File: src/design/pcgs_params.svh
// constants for the press cycle guard sequencer
`ifndef PCGS_PARAMS_SVH
`define PCGS_PARAMS_SVH
`define PCGS_CLK_NS 4
`define PCGS_TICK_NS 1000000
`define PCGS_MS_PER_S 23'h0003E8
`define PCGS_SHORT_MS 23'h000064
`define PCGS_LONG_MS 23'h00015E
`define PCGS_REARM_MAX_MS 23'h007530
`define PCGS_CFG0_ADDR 4'h0
`define PCGS_CFG1_ADDR 4'h4
`define PCGS_STAT_ADDR 4'h8
`define PCGS_CFG0_RST 32'h001E0000
`define PCGS_CFG1_RST 32'h00000051
`define PCGS_PINS_IDLE 5'h10
`define PCGS_LOCK_NONE 2'h1
`define PCGS_LOCK_ALWAYS 2'h2
`define PCGS_LOCK_DOWN 2'h3
`define PCGS_REL2_EVERY 2'h2
`define PCGS_REL2_FIRST 2'h3
`define PCGS_RESP_OKAY 2'h0
`define PCGS_RESP_SLVERR 2'h2
`endif

File: src/design/pcgs_pkg.sv
// types shared by the press cycle guard sequencer
package pcgs_pkg;
    // sequencer states
    typedef enum logic [1:0] {
        ST_LOCKED = 2'b00,
        ST_CYCLE = 2'b01,
        ST_RUN = 2'b10,
        ST_HOLD = 2'b11
    } pcgs_state_e;
    // press-side input pins
    typedef struct packed {
        logic guard;
        logic dead_centre;
        logic run_up;
        logic rearm;
        logic secondary_en;
    } pcgs_pins_s;
    // configuration word 0, low bits of the register
    typedef struct packed {
        logic [8:0] seq_s;
        logic [2:0] pad;
        logic [12:0] mute_s;
    } pcgs_cfg0_s;
    // configuration word 1, low bits of the register
    typedef struct packed {
        logic guard_long;
        logic rearm_long;
        logic [3:0] n_int;
        logic rearm_first;
        logic [1:0] lock;
        logic origin_runup;
        logic [1:0] rel2;
    } pcgs_cfg1_s;
    // status word, low bits of the register
    typedef struct packed {
        logic muting;
        logic locked;
        logic [3:0] count;
        logic int_need;
        logic rearm_need;
        logic timeout;
        logic breach;
        logic enable;
    } pcgs_stat_s;
endpackage

File: src/design/pcgs_top.sv
// press cycle guard sequencer with axi4-lite configuration slave
//
// Local design decisions: the AXI4-Lite slave port and the register offsets.
`timescale 1ns/1ps
`include "pcgs_params.svh"
module pcgs_top #(
    parameter int TICK_CYC = `PCGS_TICK_NS / `PCGS_CLK_NS
) (
    input wire logic ref_clk, // 250 mhz system clock
    input wire logic reset_n, // async reset, active low
    input wire pcgs_pkg::pcgs_pins_s pin_i, // press and guard pins
    output logic enable_out, // press enable
    output logic breach_out, // guard breach flag
    output logic timeout_out, // supervision time exceeded
    output logic rearm_need_out, // rearm sequence pending
    output logic int_need_out, // interventions pending
    input wire logic [3:0] s_axi_awaddr, // write address
    input wire logic s_axi_awvalid, // write address valid
    output logic s_axi_awready, // write address ready
    input wire logic [31:0] s_axi_wdata, // write data
    input wire logic [3:0] s_axi_wstrb, // byte enables
    input wire logic s_axi_wvalid, // write data valid
    output logic s_axi_wready, // write data ready
    output logic [1:0] s_axi_bresp, // write response
    output logic s_axi_bvalid, // write response valid
    input wire logic s_axi_bready, // write response ready
    input wire logic [3:0] s_axi_araddr, // read address
    input wire logic s_axi_arvalid, // read address valid
    output logic s_axi_arready, // read address ready
    output logic [31:0] s_axi_rdata, // read data
    output logic [1:0] s_axi_rresp, // read response
    output logic s_axi_rvalid, // read data valid
    input wire logic s_axi_rready // read data ready
);
    import pcgs_pkg::*;

    // saturating millisecond increment
    function automatic logic [22:0] ms_inc(input logic [22:0] v);
        ms_inc = (v == 23'h7FFFFF) ? v : v + 23'h000001;
    endfunction

    logic [1:0] rst_q;
    logic rst_n;
    pcgs_pins_s s1_q, s2_q, s3_q;
    logic [17:0] tick_cnt_q;
    logic tick;
    logic [31:0] cfg0_q, cfg1_q;
    pcgs_cfg0_s cfg0;
    pcgs_cfg1_s cfg1;
    logic [22:0] glow_ms_q, rhigh_ms_q, mute_ms_q, seq_ms_q;
    logic [22:0] mute_lim, seq_lim, glow_min, rearm_min;
    pcgs_state_e st_q;
    logic enable_q, breach_q, timeout_q, mute_q, seq_q;
    logic rdone_q, orig_q, dcseen_q, fallok_q;
    logic pend_q, bad_q, free_q, freeused_q;
    logic [3:0] cnt_q;
    logic g_fall, g_rise, dc_rise, ru_rise, rr_fall;
    logic mute_en, mute_end, seq_exp, int_ok, rearm_ok;
    logic ints_done, rearm_done, rel2_ok, seq_done;
    logic rneed_d, ineed_d, rneed_q, ineed_q;
    logic wr_go;
    pcgs_stat_s stat;

    // reset release through two flops, assertion stays asynchronous
    always_ff @(posedge ref_clk or negedge reset_n) begin
        if (!reset_n) begin
            rst_q <= 2'b00;
        end else begin
            rst_q <= {rst_q[0], 1'b1};
        end
    end
    assign rst_n = rst_q[1];

    // pins come from the press, so two flops before any use; reset to idle levels so no false guard edge follows
    always_ff @(posedge ref_clk or negedge rst_n) begin
        if (!rst_n) begin
            s1_q <= pcgs_pins_s'(`PCGS_PINS_IDLE);
            s2_q <= pcgs_pins_s'(`PCGS_PINS_IDLE);
            s3_q <= pcgs_pins_s'(`PCGS_PINS_IDLE);
        end else begin
            s1_q <= pin_i;
            s2_q <= s1_q;
            s3_q <= s2_q;
        end
    end
    // synchronous edge detection on the second stage
    assign g_fall = !s2_q.guard && s3_q.guard;
    assign g_rise = s2_q.guard && !s3_q.guard;
    assign dc_rise = s2_q.dead_centre && !s3_q.dead_centre;
    assign ru_rise = s2_q.run_up && !s3_q.run_up;
    assign rr_fall = !s2_q.rearm && s3_q.rearm;

    // common millisecond tick for every timer
    always_ff @(posedge ref_clk or negedge rst_n) begin
        if (!rst_n) begin
            tick_cnt_q <= '0;
        end else if (tick) begin
            tick_cnt_q <= '0;
        end else begin
            tick_cnt_q <= tick_cnt_q + 18'h00001;
        end
    end
    assign tick = (tick_cnt_q == 18'(TICK_CYC - 1));

    // configuration view and derived limits
    assign cfg0 = pcgs_cfg0_s'(cfg0_q[24:0]);
    assign cfg1 = pcgs_cfg1_s'(cfg1_q[11:0]);
    assign mute_lim = 23'(cfg0.mute_s * `PCGS_MS_PER_S);
    assign seq_lim = 23'(cfg0.seq_s * `PCGS_MS_PER_S);
    assign glow_min = cfg1.guard_long ? `PCGS_LONG_MS : `PCGS_SHORT_MS;
    assign rearm_min = cfg1.rearm_long ? `PCGS_LONG_MS : `PCGS_SHORT_MS;

    // pulse width timers: guard low time and rearm high time
    always_ff @(posedge ref_clk or negedge rst_n) begin
        if (!rst_n) begin
            glow_ms_q <= '0;
            rhigh_ms_q <= '0;
        end else begin
            if (s2_q.guard) begin
                glow_ms_q <= '0;
            end else if (tick) begin
                glow_ms_q <= ms_inc(glow_ms_q);
            end
            if (!s2_q.rearm) begin
                rhigh_ms_q <= '0;
            end else if (tick) begin
                rhigh_ms_q <= ms_inc(rhigh_ms_q);
            end
        end
    end

    // glow_ms_q still holds the low time on the rising-edge cycle
    assign int_ok = g_rise && fallok_q && dcseen_q && (glow_ms_q >= glow_min);
    assign rearm_ok = rr_fall && (rhigh_ms_q >= rearm_min) && (rhigh_ms_q <= `PCGS_REARM_MAX_MS);
    assign mute_en = (cfg0.mute_s != 13'h0000);
    assign mute_end = mute_q && ((mute_ms_q >= mute_lim) || !s2_q.run_up || s2_q.dead_centre);
    assign seq_exp = seq_q && (seq_lim != 23'h000000) && (seq_ms_q >= seq_lim);

    // completion terms of a start sequence
    assign ints_done = (cnt_q >= cfg1.n_int);
    assign rearm_done = (cfg1.lock == `PCGS_LOCK_NONE) || rdone_q;
    assign rel2_ok = (st_q == ST_LOCKED) ?
        ((cfg1.rel2 != `PCGS_REL2_EVERY && cfg1.rel2 != `PCGS_REL2_FIRST) || s2_q.secondary_en) :
        ((cfg1.rel2 != `PCGS_REL2_EVERY) || s2_q.secondary_en);
    assign seq_done = ints_done && rel2_ok && ((st_q == ST_CYCLE) || rearm_done);

    // main sequencer; only the run state may hold enable high
    always_ff @(posedge ref_clk or negedge rst_n) begin
        if (!rst_n) begin
            st_q <= ST_LOCKED;
            enable_q <= 1'b0;
            breach_q <= 1'b0;
            timeout_q <= 1'b0;
            mute_q <= 1'b0;
            mute_ms_q <= '0;
            seq_q <= 1'b0;
            seq_ms_q <= '0;
            rdone_q <= 1'b0;
            cnt_q <= '0;
            orig_q <= 1'b0;
            dcseen_q <= 1'b0;
            fallok_q <= 1'b0;
            pend_q <= 1'b0;
            bad_q <= 1'b0;
            free_q <= 1'b0;
            freeused_q <= 1'b0;
        end else begin
            // qualifying edges for the first intervention
            if (dc_rise) begin
                dcseen_q <= 1'b1;
            end
            if ((cfg1.origin_runup && ru_rise) || (!cfg1.origin_runup && dc_rise)) begin
                orig_q <= 1'b1;
            end
            if (g_fall) begin
                fallok_q <= orig_q || (cfg1.origin_runup ? ru_rise : dc_rise);
            end
            // bypass timer, regranted on every run-up rise
            if (ru_rise && mute_en) begin
                mute_q <= 1'b1;
                mute_ms_q <= '0;
            end else if (mute_end) begin
                mute_q <= 1'b0;
            end else if (mute_q && tick) begin
                mute_ms_q <= ms_inc(mute_ms_q);
            end
            // supervision timer runs only while a sequence is awaited
            if (seq_q && tick) begin
                seq_ms_q <= ms_inc(seq_ms_q);
            end
            case (st_q)
                ST_RUN: begin
                    if (dc_rise) begin
                        // end of stroke: stop, and start supervising the next start
                        enable_q <= 1'b0;
                        cnt_q <= '0;
                        seq_q <= 1'b1;
                        seq_ms_q <= '0;
                        free_q <= 1'b0;
                        freeused_q <= 1'b0;
                        pend_q <= 1'b0;
                        if (bad_q) begin
                            breach_q <= 1'b1;
                            st_q <= ST_LOCKED;
                            rdone_q <= 1'b0;
                        end else begin
                            st_q <= ST_CYCLE;
                        end
                    end else if (mute_end && !s2_q.guard) begin
                        enable_q <= 1'b0;
                        breach_q <= 1'b1;
                        if (cfg1.lock == `PCGS_LOCK_DOWN) begin
                            st_q <= ST_HOLD;
                        end else if (cfg1.lock == `PCGS_LOCK_ALWAYS) begin
                            st_q <= ST_LOCKED;
                            rdone_q <= 1'b0;
                            cnt_q <= '0;
                        end else begin
                            st_q <= ST_CYCLE;
                            cnt_q <= '0;
                        end
                    end else if (mute_q) begin
                        // muted: guard ignored, policy 2 remembers the intervention
                        if (mute_end && cfg1.lock == `PCGS_LOCK_DOWN) begin
                            free_q <= 1'b1;
                        end
                        if (g_fall && cfg1.lock == `PCGS_LOCK_ALWAYS) begin
                            if (cfg1.origin_runup) begin
                                pend_q <= 1'b1;
                            end else begin
                                bad_q <= 1'b1;
                            end
                        end
                        if (g_rise && pend_q && !dcseen_q) begin
                            bad_q <= 1'b1;
                            pend_q <= 1'b0;
                        end
                    end else begin
                        if (g_rise && free_q) begin
                            freeused_q <= 1'b1;
                        end
                        if (g_rise && pend_q && !dcseen_q) begin
                            bad_q <= 1'b1;
                            pend_q <= 1'b0;
                        end
                        if (g_fall && !(free_q && !freeused_q) && !pend_q) begin
                            enable_q <= 1'b0;
                            breach_q <= 1'b1;
                            cnt_q <= '0;
                            rdone_q <= 1'b0;
                            if (cfg1.lock == `PCGS_LOCK_NONE) begin
                                st_q <= ST_CYCLE;
                            end else begin
                                st_q <= ST_LOCKED;
                            end
                        end
                    end
                end
                ST_HOLD: begin
                    // intervention ended: restore without any lock
                    if (g_rise) begin
                        enable_q <= 1'b1;
                        st_q <= ST_RUN;
                    end
                end
                default: begin
                    // locked or cycle: wait for the start sequence
                    if (seq_exp) begin
                        timeout_q <= 1'b1;
                        st_q <= ST_LOCKED;
                        seq_q <= 1'b0;
                        cnt_q <= '0;
                        rdone_q <= 1'b0;
                    end else if (seq_done) begin
                        enable_q <= 1'b1;
                        st_q <= ST_RUN;
                        breach_q <= 1'b0;
                        timeout_q <= 1'b0;
                        seq_q <= 1'b0;
                        rdone_q <= 1'b0;
                        cnt_q <= '0;
                        orig_q <= 1'b0;
                        dcseen_q <= 1'b0;
                        fallok_q <= 1'b0;
                        bad_q <= 1'b0;
                    end else begin
                        if (int_ok && (st_q == ST_CYCLE || !cfg1.rearm_first || rearm_done)) begin
                            if (cnt_q != 4'hF) begin
                                cnt_q <= cnt_q + 4'h1;
                            end
                            if (!seq_q && !cfg1.rearm_first) begin
                                seq_q <= 1'b1;
                                seq_ms_q <= '0;
                            end
                        end
                        if (rearm_ok && st_q == ST_LOCKED && cfg1.lock != `PCGS_LOCK_NONE &&
                            (cfg1.rearm_first || ints_done)) begin
                            rdone_q <= 1'b1;
                            if (!seq_q && cfg1.rearm_first) begin
                                seq_q <= 1'b1;
                                seq_ms_q <= '0;
                            end
                        end
                    end
                end
            endcase
        end
    end

    // pending-part flags: first part first, then the second
    always_comb begin
        rneed_d = 1'b0;
        ineed_d = 1'b0;
        if (st_q == ST_CYCLE) begin
            ineed_d = !ints_done;
        end else if (st_q == ST_LOCKED) begin
            if (cfg1.lock == `PCGS_LOCK_NONE) begin
                ineed_d = !ints_done;
            end else if (cfg1.rearm_first) begin
                rneed_d = !rdone_q;
                ineed_d = rdone_q && !ints_done;
            end else begin
                ineed_d = !ints_done;
                rneed_d = ints_done && !rdone_q;
            end
        end
    end
    always_ff @(posedge ref_clk or negedge rst_n) begin
        if (!rst_n) begin
            rneed_q <= 1'b0;
            ineed_q <= 1'b0;
        end else begin
            rneed_q <= rneed_d;
            ineed_q <= ineed_d;
        end
    end
    // outputs straight from flops
    assign enable_out = enable_q;
    assign breach_out = breach_q;
    assign timeout_out = timeout_q;
    assign rearm_need_out = rneed_q;
    assign int_need_out = ineed_q;
    // status view of the sequencer, packed in field order
    assign stat = pcgs_stat_s'({mute_q, (st_q == ST_LOCKED), cnt_q, ineed_q, rneed_q, timeout_q, breach_q, enable_q});
    // write path takes address and data together, one write at a time
    assign wr_go = s_axi_awvalid && s_axi_wvalid && !s_axi_bvalid;
    assign s_axi_awready = wr_go;
    assign s_axi_wready = wr_go;
    always_ff @(posedge ref_clk or negedge rst_n) begin
        if (!rst_n) begin
            cfg0_q <= `PCGS_CFG0_RST;
            cfg1_q <= `PCGS_CFG1_RST;
            s_axi_bvalid <= 1'b0;
            s_axi_bresp <= `PCGS_RESP_OKAY;
        end else begin
            if (wr_go) begin
                s_axi_bvalid <= 1'b1;
                s_axi_bresp <= `PCGS_RESP_OKAY;
                for (int i = 0; i < 4; i++) begin
                    if (s_axi_wstrb[i] && s_axi_awaddr == `PCGS_CFG0_ADDR) begin
                        cfg0_q[i*8 +: 8] <= s_axi_wdata[i*8 +: 8];
                    end
                    if (s_axi_wstrb[i] && s_axi_awaddr == `PCGS_CFG1_ADDR) begin
                        cfg1_q[i*8 +: 8] <= s_axi_wdata[i*8 +: 8];
                    end
                end
                if (s_axi_awaddr != `PCGS_CFG0_ADDR && s_axi_awaddr != `PCGS_CFG1_ADDR) begin
                    s_axi_bresp <= `PCGS_RESP_SLVERR; // status is read only
                end
            end else if (s_axi_bready) begin
                s_axi_bvalid <= 1'b0;
            end
        end
    end

    // read path answers one cycle after the address is taken
    assign s_axi_arready = !s_axi_rvalid;
    always_ff @(posedge ref_clk or negedge rst_n) begin
        if (!rst_n) begin
            s_axi_rvalid <= 1'b0;
            s_axi_rdata <= '0;
            s_axi_rresp <= `PCGS_RESP_OKAY;
        end else begin
            if (s_axi_arvalid && !s_axi_rvalid) begin
                s_axi_rvalid <= 1'b1;
                s_axi_rresp <= `PCGS_RESP_OKAY;
                case (s_axi_araddr)
                    `PCGS_CFG0_ADDR: s_axi_rdata <= {7'h00, cfg0_q[24:16], 3'h0, cfg0_q[12:0]};
                    `PCGS_CFG1_ADDR: s_axi_rdata <= {20'h00000, cfg1_q[11:0]};
                    `PCGS_STAT_ADDR: s_axi_rdata <= {21'h000000, stat};
                    default: begin
                        s_axi_rdata <= '0;
                        s_axi_rresp <= `PCGS_RESP_SLVERR;
                    end
                endcase
            end else if (s_axi_rready) begin
                s_axi_rvalid <= 1'b0;
            end
        end
    end
endmodule

File: config.mk
export PLATFORM = sky130hd
export DESIGN_NAME = pcgs_top
export DESIGN_NICKNAME = d
export VERILOG_FILES = /design/src/design/pcgs_pkg.sv /design/src/design/pcgs_top.sv
export VERILOG_INCLUDE_DIRS = /design/src /design/src/design
export SDC_FILE = /design/constraint.sdc
export NUM_CORES = 1
export LEC_CHECK = 0
export ABC_AREA = 1
export BUFFER_PORTS_ARGS = -buffer_cell sky130_fd_sc_hd__buf_2
export CORE_ASPECT_RATIO = 0.6
export CORE_MARGIN = 1
export CORE_UTILIZATION = 25
export DETAILED_ROUTE_END_ITERATION = 10
export GPL_TIMING_DRIVEN = 0
export PLACE_DENSITY_LB_ADDON = 0.1
export SYNTH_ARGS = -nofsm -noshare
export SYNTH_HDL_FRONTEND = slang
export SYNTH_SLANG_ARGS = --single-unit
export TNS_END_PERCENT = 10
File: constraint.sdc
create_clock -name ref_clk -period 7.1 [get_ports ref_clk]
set_clock_uncertainty 0.2 [all_clocks]
set_input_delay 1.775 -clock ref_clk [delete_from_list [all_inputs] [get_ports ref_clk]]
set_output_delay 1.775 -clock ref_clk [all_outputs]
set_load 0.05 [all_outputs]
==> flow_summary.toml <==
[global_routing]
grt_pass1_vias = 12774
antenna_found_initial = 1
grt_pass1_wl_mm = 76.3
track_usage_pct = 15.0
grt_max_degree = 62
grt_overflow = 0

[synthesis]
synth_top_family_by_area = "simple AND/OR/NAND/NOR gates"
yosys_warnings = 0
synthAdderAreaFrac_pct = 19.9
synth_edf_count = 0
synthMuxAreaShare_pct = 0.271
avgSynthCellArea_um2 = 7.99
ys_seq_area_share_pct = 32.1
synth_compound_area_share_pct = 9.32
netlist_area_um2 = 16200
yosys.cell_types.count = 60
yosys.area_share.simple_pct = 24.4
synth_flop_cell = "dfrtp_1"
synthCells = 2025
synthXorXnorAreaFrac_pct = 3.57
synthArstFlopShare_pct = 100
ys_ff_latch = 207

[cts]
worstSkewPairLatency_ps = 560
clk_pin_slew_ps = 60
cts_hold_buf = 0
cts-root-buf = "clkbuf_16"
ctsLongestPathBuffers = 3
cts_tree = "built"
clkSinkCount = 207
cts_buffers = 26
cts_htree_levels = 1

[final_layout]
fin_nets = 2422
mostFrequentLayoutCell = "inv_1"
final_area_um2 = 18700
layout_common_cells = "inv_1, nand2_1, dfrtp_1"
n_antenna_cell = 0
fin_util_pct = 29.5
syn2layout_area_growth_pct = 15.5
drive_above_1_share_pct = 11.6

[routing]
first_pass_iters = 5
drt-vias-per-instance = 4.49
drc_errors = 0
drt-initial-drc-count = 892
wire_per_inst_um = 16.1
ant_nets = 0
drt-total-wl_mm = 48.6
vias = 13519

[sta]
hold_viol_final = 0
slew_viol_final = 0
whs_ps = 148
worst_pin_slew_ps = 960
period_minus_slack_ps = 6670
rsz0062_at_grt = "no"
timing.final.crit_share_pct = 93.9
relSlewSlack_pct = 35.4
setup_viol = 0
max_freq_ghz = 0.150

[floorplan]
rows = 71
die_w_um = 330
dieArea_um2 = 65700
die_height_um = 199
coreArea_um2 = 63300
start_util_pct = 25.6
ios = 102

[worst_setup_path]
critPathLaunchType = "flip-flop"
worstPathMaxFanout = 10
reg2reg_from = "cfg0_q[4]"
setup.worst_path.class = "flip-flop to flip-flop"
cp_common_cell = "nand2_1"
arrival_ps = 6940
reg2reg_slack_ps = 430
r2r_end = "mute_ms_q[10]"
reg2reg_depth = 30
worstPathRequired_ps = 7370
slowest_delay_ps = 540
crit_slowest_cell = "fa_1"
cp-end-kind = "flip-flop"

[hold_path]
hold_path.class = "flip-flop to flip-flop"
hold_depth = 0
min_delay_worst_endpoint = "s2_q[0]"
hold_path.startpoint = "s1_q[0]"

[power]
irDropWorstVdd_uv = 200
power_leakage_nw = 8.94
power.density_nw_per_um2 = 341
power.total_mw = 6.37

[placed_design]
place_congestion = 0.876
portBuffers = 79
placed_area_um2 = 17700
place_hpwl_mm = 39.3

[run_status]
outcome = "finished clean"

[flow_run]
max_cap_viol_count = 0
## registers in the layout, indices dropped and copies added (netlist names), 12 cells and up
name	flops
seq_ms_q	23
cfg1_q	12
rhigh_ms_q	23
tick_cnt_q	18
cfg0_q	22
mute_ms_q	23
s_axi_rdata	22
glow_ms_q	23
## worst max path at each step
stage | from | to | cells after the start
after detailed placement | cfg0_q[5] | mute_ms_q[10] | 29
after global routing | cfg0_q[4] | mute_ms_q[10] | 30
after global placement | rst_q[1] | s_axi_rdata[18] | 0
after floorplan | rst_q[1] | bad_q | 0
final | cfg0_q[4] | mute_ms_q[10] | 30
after CTS | cfg0_q[4] | mute_ms_q[10] | 29
## metal layers
layer | global-route usage (%) | part of all wire, % | up-vias
met5 | 0 | 0 | -
met2 | 17.9 | 34 | 262
met1 | 26.3 | 60 | 6385
met4 | 2.22 | 1.3 | 0
li1 | - | - | 6837
met3 | 2.27 | 5.1 | 35
## cell usage after synthesis, drive strengths merged, types with 5 or more instances
master,number,area [µm²]
a221oi,7,61.3
buf,28,210
nor3,56,307
nand3,159,833
nor4,17,143
xor2,49,429
o21a,5,37.5
inv,373,1410
nor2,195,838
fa,68,1360
xnor2,17,149
dfstp,10,263
nor3b,5,42.5
a21oi,89,445
nand4,61,394
dfrtp,197,4930
clkbuf,12,46.3
o21ai,115,591
o31ai,21,158
nand2,346,1340
ha,149,1860
a31oi,8,50.1
## report_power, final
part / internal [mW] / switching, mW / leakage (nW)
clock network: 0.803 / 0.567 / 0.428
logic: 1.29 / 2.30 / 5.79
registers: 1.28 / 0.138 / 2.72
## layout make-up
cell class                 count  area [µm²]
timing repair buffer          85         500
clock buffer                  40         795
tap                          839        1050
fill                        6901       44600
buffer                        40         259
multi-input combinational   1412        9380
inverter                     377        1430
sequential                   207        5200
clock inverter                 8        67.6
## stage by stage
stage / setup TNS (ps) / std cells / worst slack (ps)
2_1_floorplan: 0 / 2036 / 722
3_3_place_gp: -565250 / 2954 / -2920
3_5_place_dp: -1580 / 2957 / -155
4_1_cts: 0 / 3008 / 11.9
5_1_grt: 0 / 3008 / 13.6
6_report: 0 / 3008 / 430
## logic make-up (layout without fill, tap and decap cells)
family	Yosys count	count (layout)
AO/OA/AOI/OAI	267	267
AND/OR/NAND/NOR	845	845
other	2	13
buffers and inverters	417	550
XOR/XNOR	66	66
adder cells (fa/ha/maj)	217	217
multiplexers	4	4
flip-flops	207	207
## worst max-delay path, delay by kind of cell, from the launching register on
family	cells	cell delay [ps]
and+or+nand+nor	11	1220
xor gates and xnor gates	1	150
adders and majority gates	6	2750
buffers and inverters	5	510
AOI/OAI and AO/OA	7	1240
DFF	1	470
## repair_timing
action                     CTS  global route
gates resized for setup      4            11
buffers inserted             3             0
setup endpoints to repair   19            35
No activity file was read; power rests on OpenSTA's default activity.
